===== src/verilog/hfr_defs.vh =====
// What this block does
// - Receiver resets or disables into a state that ignores the serial input.
// - Flag moves to character wait; extra flags skipped; shared flags between frames work.
// - Matching address starts reception, mismatch returns to flag wait; no-check skips it.
// - Flag within three characters after address check is a short frame.
// - Closing flag delivers through last information byte, plus FCS when checking is off.
// - Frame check is CRC-CCITT, preset to all ones by the preset field.
// - Both CRC calculators preset just before each address field.
// - Transmit CRC covers address, control and information before zero insertion.
// - Receive CRC covers address, control and information after zero deletion.
// - CRC result rides the status FIFO to the last byte; never set when off.
// - Byte arriving into a full buffer overwrites the newest stage, clearing end status.
// - Overrun flag sets when that byte becomes readable; cleared only by software.
// - Underrun means shift register and buffer empty without an end-of-message command.
// - Underrun sends abort then idles, or ends the frame with closing flag, after FCS when checking is on.
// - Underrun sets its flag and holds transmit ready low while it stays set.
// - End of message comes from command, block-end byte, or underrun with normal end.
// - Last byte: first after command, block-end byte, or the byte before underrun.
// - After the last byte send closing flag if checking is off, else FCS.
// - End and CRC status reach the flags as the last byte becomes readable.
// - Bytes reach the buffer three characters late so FCS can be stripped.
// - Address modes: no-check, first byte match, second byte match, or FFh.
// - Dual mode accepts both matched, both global, or group with first byte FFh.
// - Frame boundaries are found only by the flag pattern 01111110.
// - Abort on underrun when action select is 0; abort is eight ones.
`ifndef HFR_DEFS_VH
`define HFR_DEFS_VH
`define HFR_FLAG          8'h7E
`define HFR_ABORT         8'hFF
`define HFR_GLOBAL_ADDR   8'hFF
`define HFR_MODE_NOCHECK  2'h0
`define HFR_MODE_SINGLE1  2'h1
`define HFR_MODE_SINGLE2  2'h2
`define HFR_MODE_DUAL     2'h3
`define HFR_CRC_POLY      16'h1021
`define HFR_CRC_ONES      16'hFFFF
`define HFR_CRC_ZERO      16'h0000
`define HFR_CRC_PRESET_ONES 2'h0
`define HFR_ST_EOM        3'h1
`define HFR_ST_CRC_ERROR_FLAG       3'h2
`define HFR_ST_OVERRUN_FLAG       3'h4
`define HFR_ST_NONE       3'h0
`define HFR_STUFF_RUN     3'h5
`define HFR_ABORT_RUN     3'h6
`define HFR_ONES_MAX      3'h7
`define HFR_BYTE_LAST     3'h7
`define HFR_UNIT_BYTE     4'h7
`define HFR_UNIT_FCS      4'hF
`define HFR_RX_DELAY      2'h3
`define HFR_DRAIN_CHECKED 2'h1
`endif


===== src/verilog/hfr_frame_engine.v =====
`timescale 1ns/1ps
`default_nettype none
`include "hfr_defs.vh"
module hfr_frame_engine #(
	parameter RX_FIFO_DEPTH = 4,
	parameter RX_FIFO_AW    = 2
) (
	input  wire       clk_sys,
	input  wire       reset_n,
	input  wire       link_clk,
	input  wire       rxd,
	output reg        txd,
	input  wire       cmd_channel_reset,
	input  wire       cmd_rx_enable,
	input  wire       cmd_rx_disable,
	input  wire       cmd_rx_reset,
	input  wire       cmd_tx_enable,
	input  wire       cmd_tx_reset,
	input  wire       cmd_end_of_message,
	input  wire       crc_check_enable,
	input  wire [1:0] crc_preset_field,
	input  wire [1:0] address_check_mode_field,
	input  wire [7:0] address_value_reg_a,
	input  wire [7:0] address_value_reg_b,
	input  wire       underrun_action_select,
	input  wire       tx_wr_valid,
	input  wire [7:0] tx_wr_data,
	input  wire       tx_wr_block_end,
	output wire       transmit_ready_flag,
	output reg        underrun_flag,
	input  wire       clear_underrun,
	input  wire       rx_rd_pop,
	output wire       rx_rd_valid,
	output wire [7:0] rx_rd_data,
	output wire [2:0] rx_rd_status,
	output reg        end_of_message_flag,
	output reg        crc_error_flag,
	output reg        overrun_flag,
	input  wire       clear_end_of_message,
	input  wire       clear_crc_error,
	input  wire       clear_overrun,
	output reg        rx_frame_end,
	output reg        rx_short_frame,
	output reg        rx_abort_seen,
	output wire       rx_enabled,
	output wire       tx_active
);
	localparam [4:0] RX_DIS   = 5'h01;
	localparam [4:0] RX_FLAGW = 5'h02;
	localparam [4:0] RX_CHARW = 5'h04;
	localparam [4:0] RX_ADDR  = 5'h08;
	localparam [4:0] RX_RECV  = 5'h10;
	localparam [6:0] TX_DIS   = 7'h01;
	localparam [6:0] TX_IDLE  = 7'h02;
	localparam [6:0] TX_OPEN  = 7'h04;
	localparam [6:0] TX_DATA  = 7'h08;
	localparam [6:0] TX_FCS   = 7'h10;
	localparam [6:0] TX_CLOSE = 7'h20;
	localparam [6:0] TX_ABORT = 7'h40;

	reg  [1:0]  link_sync;
	reg  [1:0]  rxd_sync;
	reg         link_prev;
	reg  [4:0]  rx_state;
	reg  [7:0]  rx_raw;
	reg  [7:0]  rx_char;
	reg  [2:0]  rx_ones;
	reg  [2:0]  rx_bits;
	reg  [7:0]  addr_a1;
	reg  [7:0]  pipe0;
	reg  [7:0]  pipe1;
	reg  [7:0]  pipe2;
	reg  [1:0]  pcnt;
	reg  [1:0]  drain;
	reg  [1:0]  post;
	reg         crc_bad;
	reg         fifo_wr;
	reg  [7:0]  fifo_wdata;
	reg  [2:0]  fifo_wstat;
	reg         rx_crc_init;
	reg         rx_crc_load;
	reg  [7:0]  rx_crc_data;
	wire [15:0] rx_crc;
	reg  [6:0]  tx_state;
	reg  [7:0]  txb_data;
	reg         txb_full;
	reg         txb_last;
	reg         eom_pending;
	reg         cur_last;
	reg  [15:0] tx_sh;
	reg  [3:0]  tx_bits;
	reg  [3:0]  tx_len_m1;
	reg  [2:0]  tx_ones;
	reg         tx_crc_init;
	reg         tx_crc_load;
	reg  [7:0]  tx_crc_data;
	wire [15:0] tx_crc;
	wire        fifo_head;

	wire link_rise = link_sync[1] & ~link_prev;
	wire link_fall = ~link_sync[1] & link_prev;
	wire rx_bit    = rxd_sync[1];
	wire preset_ones = (crc_preset_field == `HFR_CRC_PRESET_ONES);
	wire rx_kill = cmd_channel_reset | cmd_rx_reset | cmd_rx_disable;
	wire tx_kill = cmd_channel_reset | cmd_tx_reset;

	wire [7:0] raw_next  = {rx_bit, rx_raw[7:1]};
	wire [7:0] char_next = {rx_bit, rx_char[7:1]};
	wire is_flag  = (raw_next == `HFR_FLAG);
	wire is_abort = rx_bit && (rx_ones == `HFR_ABORT_RUN);
	wire is_stuff = !rx_bit && (rx_ones == `HFR_STUFF_RUN);
	wire byte_done = !is_stuff && (rx_bits == `HFR_BYTE_LAST);

	wire sa1_ok = (char_next == address_value_reg_a) ||
		(char_next == `HFR_GLOBAL_ADDR);
	wire sa2_ok = (char_next == address_value_reg_b) ||
		(char_next == `HFR_GLOBAL_ADDR);
	wire dual_ok = ((addr_a1 == address_value_reg_a) &&
		(char_next == address_value_reg_b)) ||
		((addr_a1 == `HFR_GLOBAL_ADDR) && sa2_ok);
	wire a2_ok = (address_check_mode_field == `HFR_MODE_DUAL) ? dual_ok : sa2_ok;
	wire reject = ((rx_state == RX_CHARW) && !sa1_ok &&
		(address_check_mode_field == `HFR_MODE_SINGLE1)) ||
		((rx_state == RX_ADDR) && !a2_ok);

	assign rx_enabled = (rx_state != RX_DIS);
	assign tx_active  = (tx_state != TX_DIS) && (tx_state != TX_IDLE);
	assign transmit_ready_flag = (tx_state != TX_DIS) && !txb_full &&
		!underrun_flag;
	wire tx_take = tx_wr_valid && transmit_ready_flag;

	function [15:0] rev16;
		input [15:0] v;
		integer k;
		begin
			for (k = 0; k < 16; k = k + 1)
				rev16[k] = v[15 - k];
		end
	endfunction

	hfr_crc16 u_rx_crc (
		.clk_sys     (clk_sys),
		.reset_n     (reset_n),
		.init        (rx_crc_init),
		.preset_ones (preset_ones),
		.load        (rx_crc_load),
		.data        (rx_crc_data),
		.crc         (rx_crc)
	);

	hfr_crc16 u_tx_crc (
		.clk_sys     (clk_sys),
		.reset_n     (reset_n),
		.init        (tx_crc_init),
		.preset_ones (preset_ones),
		.load        (tx_crc_load),
		.data        (tx_crc_data),
		.crc         (tx_crc)
	);

	hfr_rx_fifo #(
		.DEPTH (RX_FIFO_DEPTH),
		.AW    (RX_FIFO_AW)
	) u_rx_fifo (
		.clk_sys   (clk_sys),
		.reset_n   (reset_n),
		.flush     (cmd_channel_reset | cmd_rx_reset),
		.wr_en     (fifo_wr),
		.wr_data   (fifo_wdata),
		.wr_stat   (fifo_wstat),
		.rd_pop    (rx_rd_pop),
		.rd_valid  (rx_rd_valid),
		.rd_data   (rx_rd_data),
		.rd_stat   (rx_rd_status),
		.head_load (fifo_head)
	);

	// The line clock is only sampled; its edges become one-cycle strobes.
	always @(posedge clk_sys or negedge reset_n) begin
		if (!reset_n) begin
			link_sync <= 2'h0;
			rxd_sync  <= 2'h3;
			link_prev <= 1'b0;
		end else begin
			link_sync <= {link_sync[0], link_clk};
			rxd_sync  <= {rxd_sync[0], rxd};
			link_prev <= link_sync[1];
		end
	end

	// Receive engine. Three bytes are held back so the FCS can be dropped
	// at the closing flag; the drain takes one cycle, three with checking off, far below a bit time.
	always @(posedge clk_sys or negedge reset_n) begin
		if (!reset_n) begin
			rx_state <= RX_DIS;
			rx_raw <= 8'h00;
			rx_char <= 8'h00;
			rx_ones <= 3'h0;
			rx_bits <= 3'h0;
			addr_a1 <= 8'h00;
			pipe0 <= 8'h00;
			pipe1 <= 8'h00;
			pipe2 <= 8'h00;
			pcnt <= 2'h0;
			drain <= 2'h0;
			crc_bad <= 1'b0;
			post <= 2'h0;
			fifo_wr <= 1'b0;
			fifo_wdata <= 8'h00;
			fifo_wstat <= `HFR_ST_NONE;
			rx_crc_init <= 1'b0;
			rx_crc_load <= 1'b0;
			rx_crc_data <= 8'h00;
			rx_short_frame <= 1'b0;
			rx_abort_seen <= 1'b0;
		end else begin
			fifo_wr <= 1'b0;
			rx_crc_init <= 1'b0;
			rx_crc_load <= 1'b0;
			rx_short_frame <= 1'b0;
			rx_abort_seen <= 1'b0;
			if (rx_kill) begin
				rx_state <= RX_DIS;
				pcnt <= 2'h0;
				drain <= 2'h0;
			end else if (drain != 2'h0) begin
				fifo_wr <= 1'b1;
				fifo_wdata <= pipe0;
				fifo_wstat <= (drain == 2'h1) ? (`HFR_ST_EOM |
					((crc_check_enable && crc_bad) ? `HFR_ST_CRC_ERROR_FLAG :
					`HFR_ST_NONE)) : `HFR_ST_NONE;
				pipe0 <= pipe1;
				pipe1 <= pipe2;
				drain <= drain - 2'h1;
			end else if (rx_state == RX_DIS) begin
				if (cmd_rx_enable)
					rx_state <= RX_FLAGW;
			end else if (link_rise) begin
				rx_raw <= raw_next;
				rx_ones <= !rx_bit ? 3'h0 : (rx_ones == `HFR_ONES_MAX) ?
					`HFR_ONES_MAX : rx_ones + 3'h1;
				if (!is_stuff) begin
					rx_char <= char_next;
					rx_bits <= rx_bits + 3'h1;
				end
				if (is_abort) begin
					rx_abort_seen <= (rx_state != RX_FLAGW);
					rx_state <= RX_FLAGW;
					pcnt <= 2'h0;
				end else if (is_flag) begin
					rx_bits <= 3'h0;
					rx_crc_init <= 1'b1;
					rx_state <= RX_CHARW;
					pcnt <= 2'h0;
					crc_bad <= (rx_crc != `HFR_CRC_ZERO);
					if (rx_state == RX_RECV && post == `HFR_RX_DELAY)
						drain <= crc_check_enable ? `HFR_DRAIN_CHECKED :
							`HFR_RX_DELAY;
					else if (rx_state == RX_RECV || rx_state == RX_ADDR)
						rx_short_frame <= 1'b1;
				end else if (byte_done && rx_state != RX_FLAGW) begin
					if (reject) begin
						rx_state <= RX_FLAGW;
						pcnt <= 2'h0;
					end else begin
						rx_crc_load <= 1'b1;
						rx_crc_data <= char_next;
						post <= (rx_state != RX_RECV) ? 2'h0 :
							post + {1'b0, post != `HFR_RX_DELAY};
						if (pcnt == `HFR_RX_DELAY) begin
							fifo_wr <= 1'b1;
							fifo_wdata <= pipe0;
							fifo_wstat <= `HFR_ST_NONE;
							pipe0 <= pipe1;
							pipe1 <= pipe2;
							pipe2 <= char_next;
						end else begin
							if (pcnt == 2'h0)
								pipe0 <= char_next;
							else if (pcnt == 2'h1)
								pipe1 <= char_next;
							else
								pipe2 <= char_next;
							pcnt <= pcnt + 2'h1;
						end
						if (rx_state == RX_CHARW) begin
							addr_a1 <= char_next;
							if (address_check_mode_field == `HFR_MODE_NOCHECK ||
								address_check_mode_field == `HFR_MODE_SINGLE1)
								rx_state <= RX_RECV;
							else
								rx_state <= RX_ADDR;
						end else begin
							rx_state <= RX_RECV;
						end
					end
				end
			end
		end
	end

	// Status flags latch as the matching byte reaches the read register.
	always @(posedge clk_sys or negedge reset_n) begin
		if (!reset_n) begin
			end_of_message_flag <= 1'b0;
			crc_error_flag <= 1'b0;
			overrun_flag <= 1'b0;
			rx_frame_end <= 1'b0;
		end else begin
			rx_frame_end <= fifo_head && ((rx_rd_status & `HFR_ST_EOM) != 3'h0);
			if (clear_end_of_message || cmd_channel_reset)
				end_of_message_flag <= 1'b0;
			if (clear_crc_error || cmd_channel_reset)
				crc_error_flag <= 1'b0;
			if (clear_overrun || cmd_channel_reset)
				overrun_flag <= 1'b0;
			if (fifo_head) begin
				if ((rx_rd_status & `HFR_ST_EOM) != 3'h0)
					end_of_message_flag <= 1'b1;
				if ((rx_rd_status & `HFR_ST_CRC_ERROR_FLAG) != 3'h0)
					crc_error_flag <= 1'b1;
				if ((rx_rd_status & `HFR_ST_OVERRUN_FLAG) != 3'h0)
					overrun_flag <= 1'b1;
			end
		end
	end

	// Transmit engine: one shift register serves flags, bytes, FCS and abort.
	task load_unit;
		input [15:0] value;
		input [3:0]  len_m1;
		begin
			tx_sh <= value;
			tx_len_m1 <= len_m1;
			tx_bits <= 4'h0;
		end
	endtask

	task end_frame;
		begin
			if (crc_check_enable) begin
				tx_state <= TX_FCS;
				load_unit(rev16(tx_crc), `HFR_UNIT_FCS);
			end else begin
				tx_state <= TX_CLOSE;
				load_unit({8'h00, `HFR_FLAG}, `HFR_UNIT_BYTE);
			end
		end
	endtask

	task next_byte;
		begin
			load_unit({8'h00, txb_data}, `HFR_UNIT_BYTE);
			cur_last <= txb_last;
			txb_full <= 1'b0;
			tx_crc_load <= 1'b1;
			tx_crc_data <= txb_data;
		end
	endtask

	always @(posedge clk_sys or negedge reset_n) begin
		if (!reset_n) begin
			tx_state <= TX_DIS;
			txd <= 1'b1;
			txb_data <= 8'h00;
			txb_full <= 1'b0;
			txb_last <= 1'b0;
			eom_pending <= 1'b0;
			cur_last <= 1'b0;
			tx_sh <= 16'h0000;
			tx_bits <= 4'h0;
			tx_len_m1 <= 4'h0;
			tx_ones <= 3'h0;
			tx_crc_init <= 1'b0;
			tx_crc_load <= 1'b0;
			tx_crc_data <= 8'h00;
			underrun_flag <= 1'b0;
		end else begin
			tx_crc_init <= 1'b0;
			tx_crc_load <= 1'b0;
			if (clear_underrun || cmd_channel_reset)
				underrun_flag <= 1'b0;
			if (cmd_end_of_message)
				eom_pending <= 1'b1;
			if (tx_kill) begin
				tx_state <= TX_DIS;
				txd <= 1'b1;
				txb_full <= 1'b0;
				eom_pending <= 1'b0;
			end else if (tx_state == TX_DIS) begin
				if (cmd_tx_enable)
					tx_state <= TX_IDLE;
			end else if (link_fall) begin
				if (tx_state == TX_IDLE) begin
					txd <= 1'b1;
					if (txb_full && !underrun_flag) begin
						tx_state <= TX_OPEN;
						tx_crc_init <= 1'b1;
						load_unit({8'h00, `HFR_FLAG}, `HFR_UNIT_BYTE);
					end
				end else if ((tx_state == TX_DATA || tx_state == TX_FCS) &&
					tx_ones == `HFR_STUFF_RUN) begin
					txd <= 1'b0;
					tx_ones <= 3'h0;
				end else begin
					txd <= tx_sh[0];
					tx_sh <= {1'b0, tx_sh[15:1]};
					tx_ones <= tx_sh[0] ? tx_ones + 3'h1 : 3'h0;
					tx_bits <= tx_bits + 4'h1;
					if (tx_bits == tx_len_m1) begin
						case (tx_state)
						TX_OPEN: begin
							tx_state <= TX_DATA;
							next_byte;
						end
						TX_DATA: begin
							if (cur_last) begin
								end_frame;
							end else if (txb_full) begin
								next_byte;
							end else if (eom_pending) begin
								eom_pending <= 1'b0;
								end_frame;
							end else begin
								underrun_flag <= 1'b1;
								if (!underrun_action_select) begin
									tx_state <= TX_ABORT;
									load_unit({8'h00, `HFR_ABORT}, `HFR_UNIT_BYTE);
								end else begin
									end_frame;
								end
							end
						end
						TX_FCS: begin
							tx_state <= TX_CLOSE;
							load_unit({8'h00, `HFR_FLAG}, `HFR_UNIT_BYTE);
						end
						TX_CLOSE: begin
							if (txb_full && !underrun_flag) begin
								tx_state <= TX_OPEN;
								tx_crc_init <= 1'b1;
								load_unit({8'h00, `HFR_FLAG}, `HFR_UNIT_BYTE);
							end else begin
								tx_state <= TX_IDLE;
							end
						end
						default: begin
							tx_state <= TX_IDLE;
							txb_full <= 1'b0;
						end
						endcase
					end
				end
			end
			if (tx_take) begin
				txb_data <= tx_wr_data;
				txb_full <= 1'b1;
				txb_last <= eom_pending || cmd_end_of_message ||
					tx_wr_block_end;
				eom_pending <= 1'b0;
			end
		end
	end
endmodule
`default_nettype wire


===== src/verilog/hfr_crc16.v =====
`timescale 1ns/1ps
`default_nettype none
`include "hfr_defs.vh"
module hfr_crc16 (
	input  wire        clk_sys,
	input  wire        reset_n,
	input  wire        init,
	input  wire        preset_ones,
	input  wire        load,
	input  wire [7:0]  data,
	output reg  [15:0] crc
);
	reg [15:0] next_crc;
	integer    i;

	// Bits enter least significant first, the order they travel on the line.
	always @* begin
		next_crc = crc;
		for (i = 0; i < 8; i = i + 1) begin
			if (next_crc[15] ^ data[i])
				next_crc = {next_crc[14:0], 1'b0} ^ `HFR_CRC_POLY;
			else
				next_crc = {next_crc[14:0], 1'b0};
		end
	end

	always @(posedge clk_sys or negedge reset_n) begin
		if (!reset_n)
			crc <= `HFR_CRC_ONES;
		else if (init)
			crc <= preset_ones ? `HFR_CRC_ONES : `HFR_CRC_ZERO;
		else if (load)
			crc <= next_crc;
	end
endmodule
`default_nettype wire


===== src/verilog/hfr_rx_fifo.v =====
`timescale 1ns/1ps
`default_nettype none
`include "hfr_defs.vh"
module hfr_rx_fifo #(
	parameter DEPTH = 4,
	parameter AW    = 2
) (
	input  wire       clk_sys,
	input  wire       reset_n,
	input  wire       flush,
	input  wire       wr_en,
	input  wire [7:0] wr_data,
	input  wire [2:0] wr_stat,
	input  wire       rd_pop,
	output reg        rd_valid,
	output reg  [7:0] rd_data,
	output reg  [2:0] rd_stat,
	output reg        head_load
);
	localparam [AW:0] FULL_COUNT = DEPTH[AW:0];
	reg  [7:0]  mem_d [0:DEPTH-1];
	reg  [2:0]  mem_s [0:DEPTH-1];
	reg  [AW-1:0] wr_ptr;
	reg  [AW-1:0] rd_ptr;
	reg  [AW:0]   count;
	wire [AW-1:0] top_ptr = wr_ptr - 1'b1;
	wire          mem_rd  = (count != 0) && (!rd_valid || rd_pop);
	wire          over    = wr_en && (count == FULL_COUNT) && !mem_rd;
	wire          put     = wr_en && !over;

	// Byte and status share one pointer, so they can never drift apart.
	always @(posedge clk_sys) begin
		if (over) begin
			mem_d[top_ptr] <= wr_data;
			mem_s[top_ptr] <= (wr_stat & ~`HFR_ST_EOM) | `HFR_ST_OVERRUN_FLAG;
		end else if (put) begin
			mem_d[wr_ptr] <= wr_data;
			mem_s[wr_ptr] <= wr_stat;
		end
	end

	always @(posedge clk_sys or negedge reset_n) begin
		if (!reset_n) begin
			wr_ptr    <= {AW{1'b0}};
			rd_ptr    <= {AW{1'b0}};
			count     <= {(AW+1){1'b0}};
			rd_valid  <= 1'b0;
			rd_data   <= 8'h00;
			rd_stat   <= `HFR_ST_NONE;
			head_load <= 1'b0;
		end else if (flush) begin
			wr_ptr    <= {AW{1'b0}};
			rd_ptr    <= {AW{1'b0}};
			count     <= {(AW+1){1'b0}};
			rd_valid  <= 1'b0;
			head_load <= 1'b0;
		end else begin
			head_load <= mem_rd;
			if (put)
				wr_ptr <= wr_ptr + 1'b1;
			if (mem_rd) begin
				rd_data  <= mem_d[rd_ptr];
				rd_stat  <= mem_s[rd_ptr];
				rd_valid <= 1'b1;
				rd_ptr   <= rd_ptr + 1'b1;
			end else if (rd_pop) begin
				rd_valid <= 1'b0;
			end
			if (put && !mem_rd)
				count <= count + 1'b1;
			else if (!put && mem_rd)
				count <= count - 1'b1;
		end
	end
endmodule
`default_nettype wire


===== config.mk =====
export PLATFORM = sky130hd
export DESIGN_NAME = hfr_frame_engine
export DESIGN_NICKNAME = d
export VERILOG_FILES = /design/src/verilog/hfr_frame_engine.v /design/src/verilog/hfr_crc16.v /design/src/verilog/hfr_rx_fifo.v
export VERILOG_INCLUDE_DIRS = /design/src /design/src/verilog
export SDC_FILE = /design/constraint.sdc
export NUM_CORES = 1
export LEC_CHECK = 0
export BUFFER_PORTS_ARGS = -buffer_cell sky130_fd_sc_hd__clkbuf_2
export CAP_MARGIN = 20
export CORE_MARGIN = 2
export CORE_UTILIZATION = 35
export DETAILED_ROUTE_END_ITERATION = 8
export GPL_ROUTABILITY_DRIVEN = 0
export HOLD_SLACK_MARGIN = 0.1
export PLACE_DENSITY = 0.49
export SLEW_MARGIN = 10
export SYNTH_ARGS = -nofsm -noshare
export SYNTH_HDL_FRONTEND = slang
export SYNTH_SLANG_ARGS = --single-unit

===== constraint.sdc =====
create_clock -name clk_sys -period 3.1 [get_ports clk_sys]
set_input_delay 0.155 -clock clk_sys [delete_from_list [all_inputs] [get_ports clk_sys]]
set_output_delay 0.155 -clock clk_sys [all_outputs]
set_load 0.03 [all_outputs]

### Word level (Yosys, flattened, before mapping)

Memories as Yosys holds them, arrays and structs flattened. A register that Yosys moved wholly into a read port is not among the register bits.
Index checks and enable logic that the tools add are counted.

* register bits: 198
* bits in writable memories: 44
* output and inout bits: 23
* logic and storage cells: 552
* memories kept: 2

Memories
* u_rx_fifo.mem_d: words 4, bits a word 8, read ports 1, clocked after Yosys merged registers in 1, write ports 1, RTL line hfr_rx_fifo.v:21 `reg [7:0] mem_d [0:DEPTH-1];`
* u_rx_fifo.mem_s: words 4, bits a word 3, read ports 1, clocked after Yosys merged registers in 1, write ports 1, RTL line hfr_rx_fifo.v:22 `reg [2:0] mem_s [0:DEPTH-1];`

* add/sub/neg operators: 12
* eq/ne operators: 62
* mux-type cells: 267
* bitwise gates (word level): 51
* reduce and logical (&&, ||, !) cells: 108

Operators with widths (count)
* 8-bit 2-to-1 mux: 33
* 16-bit 2-to-1 mux: 14
* 13-bit 2-to-1 mux: 16
* 1-bit 2-to-1 mux: 111
* 7-bit 2-to-1 mux: 12
* 16-bit one-hot mux with 4 select lines: 1
* 3-bit 2-to-1 mux: 20
* 4-bit 2-to-1 mux: 14
* 5-bit 2-to-1 mux: 11
* 2-bit 2-to-1 mux: 26
* 3-bit NOT: 16
* 3-bit nonzero test: 12
* 7-bit one-hot mux with 4 select lines: 1
* 9-bit AND reduction: 3
* 8-bit == test: 3
* 1-bit logical AND: 24
* 8-bit AND reduction: 3
* 2-bit nonzero test: 12
* 3-bit inequality test (second input constant): 7
* 2-bit inequality test (second input constant): 10
* 5-bit AND reduction: 4
* 3-bit == test (second input constant): 6
* 6-bit AND reduction: 3
* 8-bit == test (second input constant): 2
* other kinds (54): 136

### Longest topological paths before layout

* depth after elaboration: 18
* gate-level depth with buffers: 9
* gate-level depth less buffers: 8

### Modules after synthesis

Synthesis repeated with hierarchy kept, for this count alone.

* cell total of the unflattened synthesis: 1034
* area total of the unflattened synthesis: 12159.2 µm²

Modules (own cells, without submodules)
* hfr_frame_engine: times used 1, cells an instance 715, area each 7596.0 µm², seq. area each 3860.0 µm²
* hfr_rx_fifo: times used 1, cells an instance 147, area each 2678.8 µm², seq. area each 1821.7 µm²
* hfr_crc16: times used 2, cells an instance 86, area each 942.2 µm², seq. area each 420.4 µm²

### Worst setup path after synthesis

OpenSTA, ideal clock, no wires.

* path kind: flip-flop to flip-flop
* from: register rxd_sync[1]
* to: register fifo_wdata[0]
* arrival: 2.358 ns
* data required time: 2.975 ns
* setup slack: 0.617 ns
* cell stages (with the launch flop): 10
* buffers on the path: 3
* clock period less this slack: 2.483 ns
* cell sequence: dfstp_2 > buf_2 > nand4bb_1 > or2_2 > clkbuf_1 > nand3_1 > nor3_2 > a31o_2 > buf_2 > mux2_2

* word-level cells in the longest chain between the ends: 10
* elaborated cells between the ends (all ways): 27
* those cells by class: 7 x eq/ne; 1 x mux; 19 x reduce/logical

Ends and longest elaborated chain
* start, declared: RTL line hfr_frame_engine.v:62 `reg [1:0] rxd_sync;`
* start signal, assigned: RTL line hfr_frame_engine.v:186 `rxd_sync <= {rxd_sync[0], rxd};`
* 8-bit == test (on tied branches)
* 1-bit logical OR: RTL line hfr_frame_engine.v:116 `wire sa2_ok = (char_next == address_value_reg_b) ||`
* 1-bit logical AND: RTL line hfr_frame_engine.v:120 `` ((addr_a1 == `HFR_GLOBAL_ADDR) && sa2_ok); ``
* 1-bit logical OR: RTL line hfr_frame_engine.v:118 `wire dual_ok = ((addr_a1 == address_value_reg_a) &&`
* 1-bit 2-to-1 mux: RTL line hfr_frame_engine.v:121 `` wire a2_ok = (address_check_mode_field == `HFR_MODE_DUAL) ? dual_ok : sa2_ok; ``
* 1-bit zero test: RTL line hfr_frame_engine.v:124 `((rx_state == RX_ADDR) && !a2_ok);`
* 1-bit logical AND: RTL line hfr_frame_engine.v:124
* 1-bit logical OR: RTL line hfr_frame_engine.v:122 `wire reject = ((rx_state == RX_CHARW) && !sa1_ok &&`
* 2-bit by 1-bit inequality test with 1-bit output (no line)
* 8-bit AND reduction (no line) (*)
* end signal, assigned: RTL line hfr_frame_engine.v:228 `fifo_wdata <= pipe0;`
* end signal, assigned: RTL line hfr_frame_engine.v:272 `fifo_wdata <= pipe0;`
* end, declared: RTL line hfr_frame_engine.v:78 `reg [7:0] fifo_wdata;`

Every way passes the cells marked *; elsewhere a longest branch is shown, timed or not.
A chain may end at the register's enable or synchronous reset.

### Worst setup path in the final report

* from: register tx_state[5]
* to: register tx_state[0]

* word-level cells in the longest chain between the ends: 8
* elaborated cells between the ends (all ways): 22
* those cells by class: 10 x eq/ne; 7 x mux; 5 x reduce/logical

Ends and longest elaborated chain
* start, declared: RTL line hfr_frame_engine.v:84 `reg [6:0] tx_state;`
* start signal, assigned: RTL line hfr_frame_engine.v:363 `tx_state <= TX_DIS;`
* start signal, assigned: RTL line hfr_frame_engine.v:386 `tx_state <= TX_DIS;`
* start signal, assigned: RTL line hfr_frame_engine.v:392 `tx_state <= TX_IDLE;`
* 7-bit by 6-bit == test with 1-bit output (tied with other cells): RTL line hfr_frame_engine.v:411 `case (tx_state)`
* 7-bit one-hot mux with 4 select lines: RTL line hfr_frame_engine.v:411
* 7-bit 2-to-1 mux: RTL line hfr_frame_engine.v:410 `if (tx_bits == tx_len_m1) begin`
* 7-bit 2-to-1 mux: RTL line hfr_frame_engine.v:401 `end else if ((tx_state == TX_DATA || tx_state == TX_FCS) &&`
* 7-bit 2-to-1 mux: RTL line hfr_frame_engine.v:394 `if (tx_state == TX_IDLE) begin`
* 7-bit 2-to-1 mux: RTL line hfr_frame_engine.v:393 `end else if (link_fall) begin`
* 7-bit 2-to-1 mux: RTL line hfr_frame_engine.v:390 `end else if (tx_state == TX_DIS) begin`
* 7-bit 2-to-1 mux: RTL line hfr_frame_engine.v:385 `if (tx_kill) begin`

Several ways; a longest one is shown, not always the timed one. The select of a mux whose other input is x is not followed.

==> results by group <==
Status
  – Outcome: completed

Critical path
  – Critical-path top delay cell: or4_1
  – Setup crit end kind: flop
  – Worst setup path class: reg2reg
  – Required time of the critical path: 3.57 ns
  – Crit-path max cell delay: 0.74 ns
  – Crit-path cells: or4_1, nor4_1, o21ai_0, a41oi_2, nand2_1, nand2_1, dlygate4sd3_1
  – CP Max Fanout: 8
  – Crit path arrival time: 3.35 ns
  – Most frequent CP cell: nand2_1
  – Startpoint types: flop

Clock tree
  – Clk sink count: 250
  – H-tree Lvls: 1
  – CTS Buffer Depth: 3
  – CTS tree: done
  – Resize count post-CTS: 0
  – Setup repair bufs after CTS: 0
  – CTS Buf Count: 29
  – Worst-path clk slew: 0.06 ns
  – Clk root buf: clkbuf_16
  – Worst-Skew Late Latency: 0.55 ns

Die
  – Die W: 189 µm
  – FP Rows: 67
  – Initial core utilization: 35.6%
  – Die area: 0.0356 mm²
  – Ports: ~70
  – Core area: roughly 0.034 mm²
  – Die Y: 189 µm

Timing
  – Worst Max-Slew Pin Slew: 0.873 ns
  – RSZ-0062 raised after global routing: false
  – Max_slew headroom: about two fifths
  – Final clock skew: approximately 0.023 ns
  – # setup viols final: 0
  – Setup TNS Final: 0 ns
  – Max Slew Vio Count: 0
  – Crit share post-route: 92.9%
  – Final Critical Period: 2.88 ns
  – FMAX: 347 MHz
  – Final hold vios: 0

Synth
  – #FFs+latches synth: 250
  – Sequential element share of the synthesized area: a little over half
  – Post-synthesis adder-cell area fraction: 1.42%
  – Compound-cell area share of the yosys netlist: 9.77%
  – Primary FF master, synth: dfrtp_1
  – Post-synth EDFFs: 44
  – Syn Area/Cell: 11.5 µm²
  – Xor/xnor cell area share of the yosys netlist: approximately 5.8%
  – Mapped Cells: a little over 1k
  – Syn nets: 1098
  – Multiplexer share of the synthesized area: 12.3%
  – Simple-gate share of the synthesized area: 13.3%
  – Largest family of logic cells by synthesized area: simple AND/OR/NAND/NOR gates
  – Synth cell types: 80
  – YS warnings: 0
  – Asr flop ratio synth: 82.4%
  – Post-synth design cell area: 0.0119 mm²

Detailed routing
  – Antenna Violating Nets Remaining: 0
  – Initial DRT Pass Iterations: 7
  – Wire length per cell: about 17 µm
  – Vias per cell: about 5.0
  – Vias: between 8k and 9k
  – DRC violations left: 0
  – Total Wirelength: 27600 µm
  – Initial drt markers: ~510

Placement
  – PortBufs: 70
  – Placement Cell Area: roughly 0.013 mm²
  – Post-DP HPWL: 19000 µm

Finish
  – Reg area: 0.00652 mm²
  – Final nets: 1217
  – Multi-input gate area: approximately 0.005 mm²
  – Antenna cell count: 0
  – Fillers: 3269
  – Layout cells sized above 1: 26.4%
  – Final instance area: 0.0141 mm²
  – Area growth, synth to finish: 18.4%

GRT
  – Global-route wire length before repair: 45500 µm
  – GR Overflow Total: 0
  – Initial antenna violation count: 0
  – Largest net degree at the start of global routing: 77
  – Vias in the first global route: approximately 8k
  – GRT Util Overall: 15.7%

Job
  – Max-cap violation count: 0

Power
  – Leakage power: between 6 and 7 nW
  – Pwr per Cell Area: 557 mW/mm²
  – VDD IR max: slightly below 400 µV
  – Power Total: 7.88 mW

Worst hold path
  – Worst hold path class: in2reg
[synth_stat cells, drive strengths merged, types with 5 or more instances]
| master | instances | share of area [%] |
|---|---|---|
| dfrtp | 169 | 35 |
| mux2 | 100 | 9.4 |
| nand4 | 13 | 0.79 |
| nand2b | 7 | 0.37 |
| o21a | 5 | 0.31 |
| nor4 | 9 | 0.47 |
| mux2i | 10 | 0.84 |
| or3 | 10 | 0.52 |
| xnor2 | 50 | 3.7 |
| dfstp | 37 | 8.1 |
| a21o | 10 | 0.63 |
| nor2 | 114 | 3.6 |
| a22o | 7 | 0.51 |
| nand2 | 89 | 2.8 |
| buf | 25 | 1.2 |
| ha | 12 | 1.3 |
| nor2b | 14 | 0.73 |
| nand3 | 17 | 0.75 |
| edfxtp | 44 | 11 |
| mux4 | 11 | 2.1 |
| and3 | 8 | 0.42 |
| o2bb2ai | 5 | 0.37 |
| nor3 | 21 | 1.1 |
| a21oi | 39 | 1.6 |
| clkbuf | 21 | 0.66 |
| a211oi | 8 | 0.54 |
| a22oi | 8 | 0.50 |
| inv | 27 | 0.85 |
| xor2 | 29 | 2.1 |
| a31oi | 13 | 0.79 |
| or2 | 7 | 0.37 |
| o21ai | 42 | 1.8 |
[worst paths after layout]
path                                         start                        end  slack [ns]  depth (start not counted)
max reg2reg                tx_state[5]$_DFFE_PN0P_    tx_state[0]$_DFFE_PN1P_        0.22                          7
min in group asynchronous                  reset_n    txb_data[3]$_DFFE_PN0P_        0.18                          2
min reg2reg                 link_sync[0]$_DFF_PN0_     link_sync[1]$_DFF_PN0_        0.34                          0
min                               crc_check_enable  fifo_wstat[1]$_DFFE_PN0P_        0.10                          3
max                        tx_state[5]$_DFFE_PN0P_    tx_state[0]$_DFFE_PN1P_        0.22                          7
max in group asynchronous                  reset_n            txd$_DFFE_PN1P_        1.98                          3
[critical path, delay by kind of cell (launching register included)]
family,cells,cell delay [ns]
AOI/OAI and AO/OA,2,0.55
buffers and inverters,1,0.54
DFF,1,0.47
and+or+nand+nor,4,1.24
[logic make-up (layout without fill, tap and decap cells)]
logic type / Yosys count / after routing
compound gates: 171 / 171
xor+xnor: 79 / 79
fa+ha+maj: 13 / 13
buf+inv: 74 / 215
flops: 250 / 250
mux: 121 / 121
simple gates: 329 / 329
[registers in the layout, summed over array words and instances (netlist names), 5 cells and up]
register	flops
u_rx_fifo.mem_d	32
tx_sh	16
u_rx_crc.crc	16
u_tx_crc.crc	16
u_rx_fifo.mem_s	12
addr_a1	8
fifo_wdata	8
pipe0	8
pipe1	8
pipe2	8
rx_crc_data	8
tx_crc_data	8
txb_data	8
u_rx_fifo.rd_data	8
rx_char	7
rx_raw	7
tx_state	7
rx_state	5
[per-layer routing]
metal / GRT usage, % / share of wire (%) / vias up
met4: 3.82 / 1.8 / 0
met5: 0 / 0 / -
li1: - / - / 3935
met1: 23.7 / 50 / 4043
met2: 23.9 / 44 / 163
met3: 2.18 / 3.8 / 42
[layout by cell type (no fill, tap or decap), types with 7 or more instances in the layout]
cell type	netlist	layout
dfrtp_1	169	169
a22o_1	7	7
a21o_1	10	10
nor4_1	9	9
nor3_1	18	18
nand4_1	11	11
mux2_2	100	100
clkbuf_2	0	70
clkbuf_16	0	29
mux2i_1	10	10
nor2_1	113	113
inv_1	27	27
xnor2_1	50	50
or3_1	10	10
ha_1	12	12
nor2b_1	14	14
o21ai_0	42	42
or2_2	7	7
nand2b_1	7	7
dlygate4sd3_1	0	35
a211oi_1	7	7
nand3_1	16	16
mux4_2	11	11
a21oi_1	39	39
and3_1	8	8
a31oi_1	11	11
clkbuf_1	21	11
xor2_1	29	29
a22oi_1	8	8
buf_4	1	27
edfxtp_1	44	44
nand2_1	89	89
dfstp_2	37	37
[where the power goes]
group | internal [mW] | total [mW] | switching, mW
Sequential | 3.55 | 3.72 | 0.176
Combinational | 0.360 | 0.862 | 0.502
Clock | 1.98 | 3.29 | 1.31
Total | 5.89 | 7.88 | 1.99
[cell type report]
cell class	count	share of cell area, %
sequential	250	46.1
clock inverter	9	0.690
multi-input combinational	713	36.0
timing repair buffer	134	6.63
inverter	28	0.743
clock buffer	44	5.81
tap	448	3.96
[metrics by stage]
step / util [%] / cells / hold WS (ns) / setup WS, ns
6_report: 42.2 / 1626 / 0.103 / 0.220
5_1_grt: 42.2 / 1626 / 0.104 / 0.0259
4_1_cts: 42.2 / 1625 / 0.111 / 0.270
3_5_place_dp: 38.4 / 1537 / 0.185 / 0.348
3_3_place_gp: 38.4 / 1537 / 0.187 / 0.373
2_1_floorplan: - / 1037 / -0.141 / 0.617
[what timing repair did]
item,in CTS,in global routing
endpoints found under the hold margin,125,0
hold buffers,35,0
endpoints found under the setup margin,0,0
Power figures use the tool's default switching activity.
